File: src/hdl/dram_mode_cfg.svh
`ifndef DRAM_MODE_CFG_SVH
`define DRAM_MODE_CFG_SVH

// Command encodings on {cs_n, ras_n, cas_n, we_n}
`define CMD_MODE_SET      4'h0
`define CMD_REFRESH       4'h1
`define CMD_PRECHARGE     4'h2
`define CMD_ACTIVE        4'h3
`define CMD_WRITE         4'h4
`define CMD_READ          4'h5
`define CMD_NOP           4'h7
// Bank address selecting the target of a mode set
`define BANK_MAIN_MODE    2'h0
`define BANK_EXT1         2'h1
`define BANK_EXT2         2'h2
`define BANK_EXT3         2'h3
// Main mode register fields
`define MODE_BL_LSB       0
`define MODE_BT_BIT       3
`define MODE_CL_LSB       4
`define MODE_TM_BIT       7
`define MODE_DLL_RST_BIT  8
`define MODE_WR_LSB       9
`define BL_CODE_4         3'h2
`define BL_CODE_8         3'h3
// Extended register 1 fields
`define EXT1_DLL_OFF_BIT  0
`define EXT1_CAL_LSB      7
`define CAL_DEFAULT       3'h7
`define CAL_EXIT          3'h0
// Address bit 10: auto precharge on read/write, all banks on precharge
`define AUTO_PRE_BIT      10
`define PRE_ALL_BIT       10
// Timing and reset value
`define DLL_LOCK_CLOCKS   200
`define MODE_RESET_VALUE  16'h0000

`endif

File: src/hdl/dram_mode_pkg.sv
package dram_mode_pkg;
   typedef enum logic [2:0] {
      ST_POWER  = 3'b000,
      ST_IDLE   = 3'b001,
      ST_ACTIVE = 3'b010
   } bank_state_t;
   typedef logic [15:0] mode_word_t;
endpackage : dram_mode_pkg

File: src/hdl/dram_mode_ctrl.sv
`timescale 1ns/1ps
`include "dram_mode_cfg.svh"
// Operation
// - Active picks bank and row first
// - Read/write address gives column, auto precharge
// - Main mode register undefined until written
// - Mode write: all low, banks precharged
// - Mode rewrite allowed when all precharged
// - Mode writes leave array data intact
// - Burst length, ordering, read latency fields
// - Test bit, loop reset, write recovery
module dram_mode_ctrl
   import dram_mode_pkg::*;
#(
   parameter int BANKS = 4,
   parameter int ROW_W = 13,
   parameter int COL_W = 10
)(
   input  wire logic                 clock,
   input  wire logic                 rstn,
   input  wire logic                 clk_en,
   input  wire logic                 cke,
   input  wire logic                 cs_n,
   input  wire logic                 ras_n,
   input  wire logic                 cas_n,
   input  wire logic                 we_n,
   input  wire logic [1:0]           bank_addr,
   input  wire logic [15:0]          addr,
   output logic [15:0]               operating_mode_register,
   output logic [15:0]               ext1_mode,
   output logic                      mode_valid,
   output logic                      dll_locked,
   output logic                      cal_default,
   output logic [2:0]                burst_len,
   output logic                      burst_interleave,
   output logic [2:0]                read_latency,
   output logic [2:0]                write_recovery_time,
   output logic                      test_mode,
   output logic                      access_go,
   output logic                      access_write,
   output logic [1:0]                access_bank,
   output logic [ROW_W-1:0]          access_row,
   output logic [COL_W-1:0]          access_col,
   output logic                      access_auto_pre,
   output logic                      cmd_refused
);
   import dram_mode_pkg::*;

   localparam int LOCK_W = $clog2(`DLL_LOCK_CLOCKS + 1);

   logic [3:0]        cmd;
   logic              all_idle;
   logic [BANKS-1:0]  open_reg;
   logic [ROW_W-1:0]  row_reg [BANKS];
   logic [LOCK_W-1:0] lock_cnt_reg;
   logic              cke_reg;
   logic              fire;
   logic              mode_take;
   logic              dll_reset_take;
   logic              dll_reset_seen_reg;

   // Read and write share one decode, used by launch and bank tracking
   function automatic logic is_access(input logic [3:0] code);
      return (code == `CMD_READ) || (code == `CMD_WRITE);
   endfunction : is_access

   // Deselect reads as NOP; decode needs cke high on two enabled edges
   assign cmd      = cs_n ? `CMD_NOP : {1'b0, ras_n, cas_n, we_n};
   assign fire     = clk_en && cke && cke_reg;
   assign all_idle = (open_reg == '0);
   // A mode set while a bank is open is refused, never half applied
   assign mode_take      = fire && (cmd == `CMD_MODE_SET) && all_idle;
   assign dll_reset_take = mode_take && (bank_addr == `BANK_MAIN_MODE) &&
                           addr[`MODE_DLL_RST_BIT];

   ////////////////////////////////////////////////////////////////////////
   // CKE registration; power-down freezes command decode
   always_ff @(posedge clock or negedge rstn)
   begin
      if (!rstn)
         cke_reg <= 1'b0;
      else if (clk_en)
         cke_reg <= cke;
   end

   ////////////////////////////////////////////////////////////////////////
   // Mode register writes; array contents are never touched here
   always_ff @(posedge clock or negedge rstn)
   begin
      if (!rstn)
      begin
         operating_mode_register <= `MODE_RESET_VALUE;
         ext1_mode               <= `MODE_RESET_VALUE;
         mode_valid              <= 1'b0;
      end
      else if (mode_take)
      begin
         if (bank_addr == `BANK_MAIN_MODE)
         begin
            operating_mode_register <= addr;
            mode_valid              <= 1'b1;
         end
         else if (bank_addr == `BANK_EXT1)
            ext1_mode <= addr;
      end
   end

   ////////////////////////////////////////////////////////////////////////
   // Field views of the main mode register and of extended register 1
   assign burst_len        = operating_mode_register[`MODE_BL_LSB +: 3];
   assign burst_interleave = operating_mode_register[`MODE_BT_BIT];
   assign read_latency     = operating_mode_register[`MODE_CL_LSB +: 3];
   assign test_mode        = operating_mode_register[`MODE_TM_BIT];
   assign write_recovery_time =
      operating_mode_register[`MODE_WR_LSB +: 3];
   assign cal_default =
      (ext1_mode[`EXT1_CAL_LSB +: 3] == `CAL_DEFAULT);

   ////////////////////////////////////////////////////////////////////////
   // Delay loop lock counter; a loop reset restarts the wait
   always_ff @(posedge clock or negedge rstn)
   begin
      if (!rstn)
         lock_cnt_reg <= '0;
      else if (clk_en)
      begin
         if (dll_reset_take)
            lock_cnt_reg <= LOCK_W'(`DLL_LOCK_CLOCKS);
         else if (lock_cnt_reg != '0)
            lock_cnt_reg <= lock_cnt_reg - 1'b1;
      end
   end
   // Loop reset seen once; a main write without A8 must not claim lock
   always_ff @(posedge clock or negedge rstn)
   begin
      if (!rstn)
         dll_reset_seen_reg <= 1'b0;
      else if (dll_reset_take)
         dll_reset_seen_reg <= 1'b1;
   end

   // Lock needs a loop reset seen at least once and the loop enabled
   assign dll_locked = dll_reset_seen_reg && mode_valid &&
                       (lock_cnt_reg == '0) &&
                       !ext1_mode[`EXT1_DLL_OFF_BIT];

   ////////////////////////////////////////////////////////////////////////
   // Bank open tracking with stored row per bank
   always_ff @(posedge clock or negedge rstn)
   begin
      if (!rstn)
         open_reg <= '0;
      else if (fire)
      begin
         if (cmd == `CMD_ACTIVE)
            open_reg[bank_addr] <= 1'b1;
         else if (cmd == `CMD_PRECHARGE)
         begin
            if (addr[`PRE_ALL_BIT])
               open_reg <= '0;
            else
               open_reg[bank_addr] <= 1'b0;
         end
         else if (is_access(cmd) && addr[`AUTO_PRE_BIT] &&
                  open_reg[bank_addr])
            open_reg[bank_addr] <= 1'b0;
      end
   end

   // Row storage carries no reset; it is data, not control
   always_ff @(posedge clock)
   begin
      if (fire && cmd == `CMD_ACTIVE)
         row_reg[bank_addr] <= addr[ROW_W-1:0];
   end

   ////////////////////////////////////////////////////////////////////////
   // Access launch: column and auto precharge from read/write address
   always_ff @(posedge clock or negedge rstn)
   begin
      if (!rstn)
      begin
         access_go       <= 1'b0;
         access_write    <= 1'b0;
         access_bank     <= 2'h0;
         access_row      <= '0;
         access_col      <= '0;
         access_auto_pre <= 1'b0;
         cmd_refused     <= 1'b0;
      end
      else if (clk_en)
      begin
         access_go   <= 1'b0;
         cmd_refused <= 1'b0;
         if (fire && is_access(cmd))
         begin
            if (open_reg[bank_addr])
            begin
               access_go       <= 1'b1;
               access_write    <= (cmd == `CMD_WRITE);
               access_bank     <= bank_addr;
               access_row      <= row_reg[bank_addr];
               access_col      <= addr[COL_W-1:0];
               access_auto_pre <= addr[`AUTO_PRE_BIT];
            end
            else
               cmd_refused <= 1'b1;
         end
         else if (fire && cmd == `CMD_MODE_SET && !all_idle)
            cmd_refused <= 1'b1;
      end
   end
endmodule : dram_mode_ctrl

File: config.mk
export PLATFORM = sky130hd
export DESIGN_NAME = dram_mode_ctrl
export DESIGN_NICKNAME = d
export VERILOG_FILES = /design/src/hdl/dram_mode_pkg.sv /design/src/hdl/dram_mode_ctrl.sv
export VERILOG_INCLUDE_DIRS = /design/src /design/src/hdl
export SDC_FILE = /design/constraint.sdc
export NUM_CORES = 1
export LEC_CHECK = 0
export ABC_AREA = 1
export BUFFER_PORTS_ARGS = -buffer_cell sky130_fd_sc_hd__buf_2
export CAP_MARGIN = 20
export CORE_MARGIN = 1
export CORE_UTILIZATION = 41
export DETAILED_ROUTE_END_ITERATION = 12
export PLACE_DENSITY = 0.63
export SLEW_MARGIN = 0
export SYNTH_ARGS = -nofsm -noshare
export SYNTH_HDL_FRONTEND = slang
export SYNTH_SLANG_ARGS = --single-unit
File: constraint.sdc
create_clock -name clock -period 3 [get_ports clock]
set_clock_uncertainty 0.2 [all_clocks]
set_input_delay 0.45 -clock clock [delete_from_list [all_inputs] [get_ports clock]]
set_output_delay 0.45 -clock clock [all_outputs]
set_load 0.005 [all_outputs]
== After elaboration in Yosys (flattened, before gate mapping) ==
Memory sizes are Yosys's and may differ from the RTL's. A register that Yosys moved wholly into a read port is not among the register bits.
Cells that the tools add are included.

* Add/subtract/negate cells: 1
* Bitwise gates (word level): 4
* Equal/unequal tests: 6
* Reductions and logical operators: 31
* Magnitude comparators: 2
* Mux-type cells: 18

{| class="wikitable"
|+ Operator list
! operator !! number
|-
| 4-bit two-way mux || 4
|-
| 8-bit two-way mux || 2
|-
| 1-bit logical AND || 15
|-
| 3-bit equality test (second input constant) || 3
|-
| 1-bit two-way mux || 9
|-
| 4-bit zero test || 2
|-
| 8-bit zero test || 1
|-
| 8-bit nonzero test || 1
|-
| 8-bit by 1-bit subtractor with 8-bit output (second input constant) || 1
|-
| 3-bit by 2-bit equality test with 1-bit output (second input constant) || 2
|-
| 2-bit AND reduction || 3
|-
| 3-bit AND reduction || 2
|-
| 4-bit bitwise AND || 1
|-
| 4-bit inverter || 1
|-
| 4-bit bitwise OR || 1
|-
| 1-bit zero test || 3
|-
| 2-bit by 3-bit < comparator with 1-bit output (second input constant) || 1
|-
| 3-bit two-way mux || 1
|-
| 3-bit nonzero test || 1
|-
| 1-bit binary-select mux with 2-bit select || 1
|-
| 1-bit demux with 2-bit select || 1
|-
| 2-bit by 1-bit equality test with 1-bit output (second input constant) || 1
|-
| 2-bit by 1-bit greater-or-equal comparator with 1-bit output (second input constant) || 1
|-
| 2-bit zero test || 1
|-
| 3 further kinds || 3
|}

* Register bits: 63
* Logic and storage cells: 76
* Bits in writable memories: 52
* Output and inout port bits: 75
* Memories kept: 1

{| class="wikitable"
|+ Memories
! name !! depth !! bits a word !! rd ports !! clocked after Yosys merged registers in !! wr ports !! line !! source
|-
| row_reg || 4 || 13 || 1 || 1 || 1 || dram_mode_ctrl.sv:54 || <nowiki>logic [ROW_W-1:0] row_reg [BANKS];</nowiki>
|}

== Depth between registers and ports, before layout ==
Gate-level depths: netlist of run 1.

* Word-level depth: 9
* Depth in mapped cells: 11

== Least setup slack after synthesis of run 1 ==
OpenSTA, ideal clock, no wires.

* Path type: input-to-reg
* From: in ras_n
* To: mem row_reg[0][0] (enable)
* Stages on the path: 5
* Data arrival time: 1.810 ns
* Setup slack: 0.590 ns
* Required time: 2.400 ns
* Setup time: 0.400 ns
* Path through: inv_2 nand4_1 inv_1 nand2_1 nor3_1

* Word-level cells in the longest chain between the ends: 5

{| class="wikitable"
|+ Ends and longest elaborated chain
! item !! line !! source
|-
| start, declared || dram_mode_ctrl.sv:24 || <nowiki>input wire logic ras_n,</nowiki>
|-
| 3-bit two-way mux || dram_mode_ctrl.sv:68 || <nowiki>assign cmd = cs_n ? `CMD_NOP : {1'b0, ras_n, cas_n, we_n};</nowiki>
|-
| 3-bit by 2-bit equality test with 1-bit output (no line) || n/a ||
|-
| 1-bit logical AND (no line) || n/a ||
|-
| 1-bit two-way mux || dram_mode_ctrl.sv:173 || <nowiki>if (fire && cmd == `CMD_ACTIVE)</nowiki>
|-
| 1-bit two-way mux (not written as such) || dram_mode_ctrl.sv:174 || <nowiki>row_reg[bank_addr] <= addr[ROW_W-1:0];</nowiki>
|-
| end, declared || dram_mode_ctrl.sv:54 ||
|}

Every way passes these cells.

== Worst setup path after layout of run 1 ==
* From: reg lock_cnt_reg[0]
* To: out dll_locked

* Word-level cells in the longest chain between the ends: 3

{| class="wikitable"
|+ Ends and longest elaborated chain
! item !! line !! source
|-
| start, declared || dram_mode_ctrl.sv:55 || <nowiki>logic [LOCK_W-1:0] lock_cnt_reg;</nowiki>
|-
| start signal, assigned || dram_mode_ctrl.sv:128 || <nowiki>lock_cnt_reg <= LOCK_W'(`DLL_LOCK_CLOCKS);</nowiki>
|-
| start signal, assigned || dram_mode_ctrl.sv:130 || <nowiki>lock_cnt_reg <= lock_cnt_reg - 1'b1;</nowiki>
|-
| 8-bit zero test || dram_mode_ctrl.sv:144 || <nowiki>(lock_cnt_reg == '0) &&</nowiki>
|-
| 1-bit logical AND (2 in a row) || dram_mode_ctrl.sv:143 || <nowiki>assign dll_locked = dll_reset_seen_reg && mode_valid &&</nowiki>
|-
| end, declared || dram_mode_ctrl.sv:32 || <nowiki>output logic dll_locked,</nowiki>
|}

Every way passes these cells.

==> results of run 1 <==
[cells by family (layout without fill, tap and decap cells)]
kind of cell             after synthesis  after routing  synth area share, %
AO/OA/AOI/OAI                         73             73                 7.68
AND/OR/NAND/NOR                      234            234                 18.7
flip-flops                           128            128                 65.4
XOR/XNOR                               4              4                0.662
buffers and inverters                 74            183                 7.11
adder cells (fa/ha/maj)                2              2                0.472
[layer usage]
| metal | vias to the layer above | GRT usage (%) | share of wire (%) |
|---|---|---|---|
| met5 | - | 0 | 0 |
| met4 | 0 | 6.67 | 0.94 |
| met3 | 7 | 4.65 | 4.1 |
| met2 | 88 | 27.4 | 46 |
| met1 | 1778 | 26.0 | 49 |
| li1 | 1893 | - | - |
[worst max-delay path: cells and delay by family (launching register included)]
kind	cells	cell delay [ns]
AND/OR/NAND/NOR	3	0.60
buffers and inverters	3	0.35
adder cells (fa/ha/maj)	1	0.16
flip-flops	1	0.37
[power groups by stage]
stage	Combinational (mW)	Clock [mW]	Sequential, mW
4_1_cts	0.460	1.85	1.96
6_report	0.458	1.82	1.96
2_1_floorplan	0.312	0	1.98
3_5_place_dp	0.457	0	1.99
5_1_grt	0.529	1.93	1.97
3_3_place_gp	0.443	0	1.99
[synth_stat cells, types with 2 or more instances]
cell      count
nand2_2       4
a22oi_1      13
nor2_1       15
nand3_2       2
buf_6         5
inv_2         2
nand4_1       9
nand3_1      22
xor2_1        3
nor3_1        4
nand2_1     170
edfxtp_1     52
dfrtp_1      76
buf_2        11
inv_1        42
o21ai_1      23
o21ai_0      34
buf_4        12
nor2_2        3
ha_1          2
[metrics by stage]
stage	worst slack (ns)	hold WS, ns	util, %
floorplan	0.590	-0.0456	-
global placement	0.864	0.262	46.5
detailed placement	0.759	0.253	46.5
CTS	0.444	0.0342	50.6
global route	0.288	0.0643	50.6
finish	0.461	0.0106	50.6
[worst min-delay path by stage]
stage                                              end  slack [ns]  cells past startpoint
2_1_floorplan              access_auto_pre$_DFFE_PN0P_       -0.05                      0
3_3_place_gp               lock_cnt_reg[5]$_DFFE_PN0P_        0.26                      2
3_5_place_dp            dll_reset_seen_reg$_DFFE_PN0P_        0.25                      2
4_1_cts        operating_mode_register[15]$_DFFE_PN0P_        0.03                      1
5_1_grt                        row_reg[2][0]$_DFFE_PP_        0.06                      1
6_report       operating_mode_register[12]$_DFFE_PN0P_        0.01                      1
[layout make-up]
type,instances,area (um^2)
Fill cell,1158,6230
Sequential cell,128,3460
Multi-Input combinational cell,313,1470
Timing Repair Buffer,106,548
Clock buffer,22,464
Tap cell,172,215
Inverter,45,171
Clock inverter,10,62.6
==> impl_metrics.toml, run 1 <==
[outcome]
outcome = "completed"

[timing]
tns_ns = 0
min_period_ns = 2.54
setup_viol = 0
hold_viol_final = 0
tightest_slew_ns = 0.962
relSlewSlack_pct = 35.9
slew_viol_final = 0
fmax_mhz = 394
finalCritPeriodShare_pct = 84.6
rsz0062_at_grt = "no"

[floorplanning]
ioPinCount = 101
row_count = 41
dieArea_mm2 = 0.0134
die_y_um = 116
initial_core_util_pct = 42.0
coreArea_mm2 = 0.0126
die_w_um = 116

[synthesis]
synth_area_leaders = "dfrtp_1 36%, edfxtp_1 29%, nand2_1 12%"
ys_ff_latch = 128
ys_seq_area_share_pct = 65.4
synth_top_area_share_pct = 35.9
yosysWarnings = 0
synth_nets = 543
ys_types = 31
syn_area_per_cell_um2 = 10.3
synth_area_leader_cell = "dfrtp_1"
synthCells = 515
ys.flop_type = "dfrtp_1"
synth_edf_count = 52
synth_area_mm2 = 0.00530
ys_async_sr_fraction_pct = 59.4

[power_and_ir_drop]
p_comb_share_pct = 10.8
p_leak_nw = 3.19
p_sw_mw = 1.08
p_int_mw = 3.16
p_per_area_mw_per_mm2 = 663
switching_share_pct = 25.4
total_power_mw = 4.24
vdd_drop_max_v = 0.000380
p_seq_share_pct = 46.3
power_frac_clock_pct = 42.9

[place]
placed_area_mm2 = 0.00586
hpwlAfterDp_um = 7730
dp.cells = 764
port-buffer-count = 100
gp_congestion = 0.823

[finish]
final_cell_area_mm2 = 0.00639
drive_above_1_share_pct = 24.4
final_cell_mix = "170 x nand2_1, 99 x buf_2, 76 x dfrtp_1, 52 x edfxtp_1, 42 x inv_1"
final_common_cell = "nand2_1"
largest_reg_flops = 52
fin_cells = 796
synthToLayoutAreaGrowth_pct = 20.7
diodes = 0
final_nets = 639

[cts]
cts_resized = 0
cts_tree = "built"
ctsHtreeMaxLevel = 4
cts.sinks = 128
cts_buffers = 17
cts_buffer_depth = 2
cts_hold_buf = 0
cts_root_buf = "clkbuf_16"
clk_pin_slew_ns = 0.06
clkLatencyLatePin_ns = 0.41
cts_setup_buffers = 0

[detailed_routing]
dr.first_iter.drc_count = 248
finalWirelength_um = 11500
final_antenna_net_count = 0
post_drt_via_cell_ratio = 4.73
routed-via-count = 3766
wl_per_cell_um = 14.5
dr.pass1.iters = 4
remaining_drc_errors = 0

[critical_path]
path_cells = "inv_1, ha_1, inv_1, nor3_1, nand2_1, nor4_1, buf_2"
crit_top_cell = "inv_1"
crit_start = "lock_cnt_reg[0]$_DFFE_PN0P_"
worstSetupEndpointType = "primary output"
cp.required_ns = 2.35
worstPathMaxFanout = 7
reg2reg_depth = 8
start_kind = "register"
setup.worst_path.class = "reg -> out"
critPathArrivalTime_ns = 1.89
r2r_start = "open_reg[0]$_DFFE_PN0P_"
crit_end = "dll_locked"
r2r_end = "lock_cnt_reg[0]$_DFFE_PN0P_"
rrSetupSlack_ns = 0.87
slowest_delay_ns = 0.37
crit_slowest_cell = "dfrtp_1"

[grt]
antenna_found_initial = 0
grt_pass1_vias = 3540
grt_max_degree = 77
grt_usage_pct = 18.4
grt_pass1_wl_um = 18300
grt-ovfl-total = 0

[run]
max_cap_viol_count = 0

[hold_path]
hp-class = "in -> async"
Power figures use the tool's default switching activity.
==> run 2, diff against run 1 <==
--- a/config.mk
+++ b/config.mk
@@ -12,7 +12,7 @@
 export CORE_MARGIN = 1
 export CORE_UTILIZATION = 41
 export DETAILED_ROUTE_END_ITERATION = 12
-export PLACE_DENSITY = 0.63
+export PLACE_DENSITY = 0.65
 export SLEW_MARGIN = 0
 export SYNTH_ARGS = -nofsm -noshare
 export SYNTH_HDL_FRONTEND = slang
==> constraint.sdc (replaced) <==
create_clock -name clock -period 2.1 [get_ports clock]
set_clock_uncertainty 0.2 [all_clocks]
set_input_delay 0.315 -clock clock [delete_from_list [all_inputs] [get_ports clock]]
set_output_delay 0.315 -clock clock [all_outputs]
set_load 0.005 [all_outputs]
==> run 2 against run 1 <==
Net effect: final cell count grew 3.5%; total power grew 43%; sequential power grew 43%; non-clock buffer count grew 28; register-to-register slack lost 0.55 ns; sequential share of layout area shrank 2.4 points; utilization grew 2.3 points; critical path type unchanged.
==> impl_metrics.toml, run 2 (synthesis gave the netlist of run 1 again) <==
[finish]
final_cell_mix = "169 x nand2_1, 99 x buf_2, 76 x dfrtp_1, 52 x edfxtp_1, 40 x inv_1"
fin_cells = 824
final_nets = 667
largest_reg_flops = 52
diodes = 0
synthToLayoutAreaGrowth_pct = 26.2
final_common_cell = "nand2_1"
n_fill_cell = 1130
drive_above_1_share_pct = 25.5

[critical_path]
start_kind = "register"
crit_slowest_cell = "dfrtp_1"
crit_start = "lock_cnt_reg[0]$_DFFE_PN0P_"
setup.worst_path.class = "reg -> out"
slowest_delay_ns = 0.39
crit_buf_inv = 3
cp_top_family = "flip-flops"
critPathArrivalTime_ns = 1.55
path_cells = "inv_2, ha_1, inv_1, nor3_2, nand2_2, nor4_2, buf_2"
r2r_start = "open_reg[1]$_DFFE_PN0P_"
cp.required_ns = 1.58
worstPathMaxFanout = 2
worstSetupEndpointType = "primary output"

[timing]
relSlewSlack_pct = 68.4
tightest_slew_ns = 0.474
slew_viol_final = 0
setup_viol = 0
finalCritPeriodShare_pct = 98.3
hold_viol_final = 0
min_period_ns = 2.06
fmax_mhz = 484
tns_ns = 0
rsz0062_at_grt = "yes"

[place]
dp.cells = 771
hpwlAfterDp_um = 8020
port-buffer-count = 100
gp_congestion = 0.841

[power_and_ir_drop]
switching_share_pct = 25.6
p_comb_share_pct = 12.2
p_per_area_mw_per_mm2 = 907
p_seq_share_pct = 46.3
p_int_mw = 4.51
vdd_drop_max_v = 0.000518
total_power_mw = 6.06
p_sw_mw = 1.55
p_leak_nw = 3.30
power_frac_clock_pct = 41.5

[floorplanning]
ioPinCount = 101
dieArea_mm2 = 0.0134
die_w_um = 116
row_count = 41
coreArea_mm2 = 0.0126
die_y_um = 116
initial_core_util_pct = 42.0

[grt]
antenna_found_initial = 0
grt_pass1_wl_um = 19000
grt_pass1_vias = 3815
grt_usage_pct = 19.1
grt_max_degree = 44
grt-ovfl-total = 0

[detailed_routing]
remaining_drc_errors = 0
final_antenna_net_count = 0
dr.pass1.iters = 5
dr.first_iter.drc_count = 227
post_drt_via_cell_ratio = 4.79
finalWirelength_um = 11800
routed-via-count = 3943
wl_per_cell_um = 14.3

[cts]
cts_buffers = 17
cts_tree = "built"
ctsHtreeMaxLevel = 4
cts.sinks = 128
clk_pin_slew_ns = 0.06
cts_buffer_depth = 2
cts_root_buf = "clkbuf_16"
clkLatencyLatePin_ns = 0.41

[run]
max_cap_viol_count = 0

[hold_path]
hp-class = "in -> reg"
hold_path.startpoint = "ras_n"

[outcome]
outcome = "completed"
run 2: cell count changes in the layout (fill, tap and decap cells not counted), sizes merged:
cell         change
clkbuf           -1
clkinvlp         +2
dlygate4sd3     +18
inv              -1
buf             +10
run 2: routing by layer:
metal / share of wire, % / routed length (um) / global-route usage (%) / vias up
li1: - / - / - / 1939
met2: 48 / 5630 / 29.7 / 116
met4: 1.8 / 212 / 9.06 / 0
met5: 0 / 0 / 0 / -
met1: 46 / 5360 / 25.5 / 1871
met3: 4.7 / 553 / 4.24 / 17
run 2: final timing paths:
path	to	slack, ns	cells after the start
min in group asynchronous	lock_cnt_reg[6]$_DFFE_PN0P_	0.20	2
max in group asynchronous	access_col[5]$_DFFE_PN0P_	0.92	3
setup reg to reg	lock_cnt_reg[2]$_DFFE_PN0P_	0.32	8
setup / recovery	dll_locked	0.04	7
hold reg to reg	dll_reset_seen_reg$_DFFE_PN0P_	0.26	2
hold / removal	access_write$_DFFE_PN0P_	0.05	3
run 2: stage by stage:
stage | cell area, um^2 | hold WS, ns | utilization (%) | worst slack, ns
after global placement | 5950 | 0.0921 | 47.2 | 0.236
after global routing | 6680 | 0.0487 | 53.0 | -0.0574
after floorplan | 5300 | -0.181 | - | -0.175
final | 6680 | 0.0527 | 53.0 | 0.0354
after CTS | 6680 | 0.0334 | 52.9 | 0.0163
after detailed placement | 5950 | 0.102 | 47.2 | 0.148
run 2: layout make-up:
cell class,count,area [um^2],share of cell area [%]
Clock buffer,21,440,6.59
Clock inverter,11,67.6,1.01
Inverter,45,171,2.56
Multi-Input combinational cell,313,1490,22.2
Sequential cell,128,3460,51.8
Tap cell,172,215,3.22
Timing Repair Buffer,134,841,12.6
run 2: power by group through the flow:
stage          Combinational (mW)  Sequential, mW  Clock (mW)
2_1_floorplan               0.445            2.83           0
3_3_place_gp                0.627            2.84           0
3_5_place_dp                0.651            2.84           0
4_1_cts                     0.735            2.80        2.57
5_1_grt                     0.837            2.82        2.69
6_report                    0.739            2.81        2.52
run 2: tightest hold or removal path: cells and delay by family:
family                 cells  cell delay, ns
buffers and inverters      2            0.21
AO/OA/AOI/OAI              1            0.09
run 2: timing repair:
action,CTS,global route
setup buffers,3,0
hold endpoints to repair,89,0
cloned,0,0
hold buffers,18,0
gates resized for setup,5,2
setup endpoints to repair,1,1
==> run 3, diff against run 2 <==
--- a/config.mk
+++ b/config.mk
@@ -11,8 +11,10 @@
 export CAP_MARGIN = 20
 export CORE_MARGIN = 1
 export CORE_UTILIZATION = 41
+export CTS_BUF_LIST = sky130_fd_sc_hd__clkbuf_2 sky130_fd_sc_hd__clkbuf_4 sky130_fd_sc_hd__clkbuf_8
 export DETAILED_ROUTE_END_ITERATION = 12
 export PLACE_DENSITY = 0.65
+export RECOVER_POWER = 100
 export SLEW_MARGIN = 0
 export SYNTH_ARGS = -nofsm -noshare
 export SYNTH_HDL_FRONTEND = slang
==> run 3 against run 2 <==
Net effect: combinational power rose by 0.7%; sequential power about the same; critical path type unchanged; cell area fell by 4.4%; hold slack lost 0.024 ns; die area did not move; critical path depth is the same.
==> impl_metrics.toml, run 3 (synthesis gave the netlist of run 1 again) <==
[outcome]
outcome = "completed"

[detailed_routing]
dr.pass1.iters = 4
final_antenna_net_count = 0
dr.first_iter.drc_count = 245
finalWirelength_um = 11700
remaining_drc_errors = 0
routed-via-count = 3930
post_drt_via_cell_ratio = 4.76
wl_per_cell_um = 14.2

[timing]
relSlewSlack_pct = 44.3
setup_viol = 0
min_period_ns = 2.07
slew_viol_final = 0
hold_viol_final = 0
tns_ns = 0
tightest_slew_ns = 0.836
hold_slack_ns = 0.0288
rsz0062_at_grt = "yes"
fmax_mhz = 482
finalCritPeriodShare_pct = 98.8

[floorplanning]
initial_core_util_pct = 42.0
row_count = 41
die_w_um = 116
coreArea_mm2 = 0.0126
dieArea_mm2 = 0.0134
die_y_um = 116
ioPinCount = 101

[critical_path]
worstSetupEndpointType = "primary output"
critPathArrivalTime_ns = 1.56
crit_slowest_cell = "dfrtp_1"
path_cells = "inv_2, ha_1, inv_1, nor3_2, nand2_2, nor4_2, buf_2"
worstPathMaxFanout = 2
setup.worst_path.class = "reg -> out"
slowest_delay_ns = 0.40
cp.required_ns = 1.58
start_kind = "register"

[grt]
grt_pass1_wl_um = 18900
antenna_found_initial = 0
grt_usage_pct = 19.0
grt_max_degree = 44
grt_pass1_vias = 3807
grt-ovfl-total = 0

[power_and_ir_drop]
vdd_drop_max_v = 0.000471
total_power_mw = 5.32
p_leak_nw = 3.01
p_per_area_mw_per_mm2 = 832

[hold_path]
hp-class = "in -> reg"

[finish]
seqCellArea_mm2 = 0.00346
largest_reg_flops = 52
diodes = 0
final_common_cell = "nand2_1"
drive_above_1_share_pct = 17.6
final_cell_mix = "170 x nand2_1, 76 x dfrtp_1, 52 x clkbuf_1, 52 x edfxtp_1"
n_fill_cell = 1186
multi_input_area_mm2 = 0.00147
synthToLayoutAreaGrowth_pct = 20.7
final_nets = 668
utilization_pct = 50.6

[cts]
clk_pin_slew_ns = 0.08
cts_buffer_depth = 2
cts_buffers = 17
cts.sinks = 128
cts_root_buf = "clkbuf_8"
ctsHtreeMaxLevel = 4
clkLatencyLatePin_ns = 0.42
cts_tree = "built"

[run]
max_cap_viol_count = 0

[place]
hpwlAfterDp_um = 8020
gp_congestion = 0.841
port-buffer-count = 100
==> run 3: cell types whose count changed in the layout (fill, tap and decap cells not counted), moves of 5 or more <==
cell / change
buf_2: -52
buf_4: -5
clkbuf_1: +48
clkbuf_16: -17
clkbuf_2: +6
clkbuf_4: +5
clkbuf_8: +17
o21ai_0: +13
o21ai_1: -13
==> run 3: power breakdown <==
part / switching (mW) / leakage [nW] / internal [mW]
clock network: 0.926 / 0.168 / 0.854
logic: 0.437 / 1.34 / 0.307
registers: 0.0875 / 1.50 / 2.71
==> run 3: worst paths after layout <==
kind | slack [ns] | cells after the start | from | to
max | 0.03 | 7 | lock_cnt_reg[0]$_DFFE_PN0P_ | dll_locked
min | 0.03 | 3 | ras_n | access_write$_DFFE_PN0P_
max reg2reg | 0.13 | 6 | open_reg[0]$_DFFE_PN0P_ | operating_mode_register[12]$_DFFE_PN0P_
min reg2reg | 0.27 | 2 | dll_reset_seen_reg$_DFFE_PN0P_ | dll_reset_seen_reg$_DFFE_PN0P_
max in group asynchronous | 0.21 | 3 | rstn | access_col[5]$_DFFE_PN0P_
min in group asynchronous | 0.32 | 2 | rstn | access_write$_DFFE_PN0P_
==> run 3: final cells by class <==
class | count | share of cell area [%]
clock inverters | 11 | 1.06
clock buffers | 21 | 4.13
flip-flops and latches | 128 | 54.2
inverters | 45 | 2.64
well taps | 172 | 3.37
repair buffers | 135 | 11.6
multi-input cells | 313 | 23.0
==> run 3: worst max-delay path, delay by kind of cell (launching register included) <==
kind,cells,cell delay (ns)
adder cells (fa/ha/maj),1,0.13
buffers and inverters,3,0.27
flip-flops,1,0.40
AND/OR/NAND/NOR,3,0.34
==> run 3: timing repair <==
action,CTS,global route
hold buffers,18,0
endpoints found under the setup margin,1,1
resized for setup,6,1
hold endpoints to repair,93,0
pin swaps,2,0
setup buffers,4,0
cloned,0,0
==> run 3: routing by layer <==
layer	vias up	GRT usage, %	wire length (um)
met2	109	29.7	5560
li1	1946	-	-
met3	15	4.65	581
met5	-	0	0
met1	1860	25.5	5350
met4	0	7.86	184
==> run 3: through the flow <==
step | std cells | worst slack [ns] | cell area (um^2)
2_1_floorplan | 515 | -0.175 | 5300
3_3_place_gp | 771 | 0.236 | 5950
3_5_place_dp | 771 | 0.148 | 5950
4_1_cts | 825 | -0.00280 | 6510
5_1_grt | 825 | -0.0893 | 6390
6_report | 825 | 0.0255 | 6390
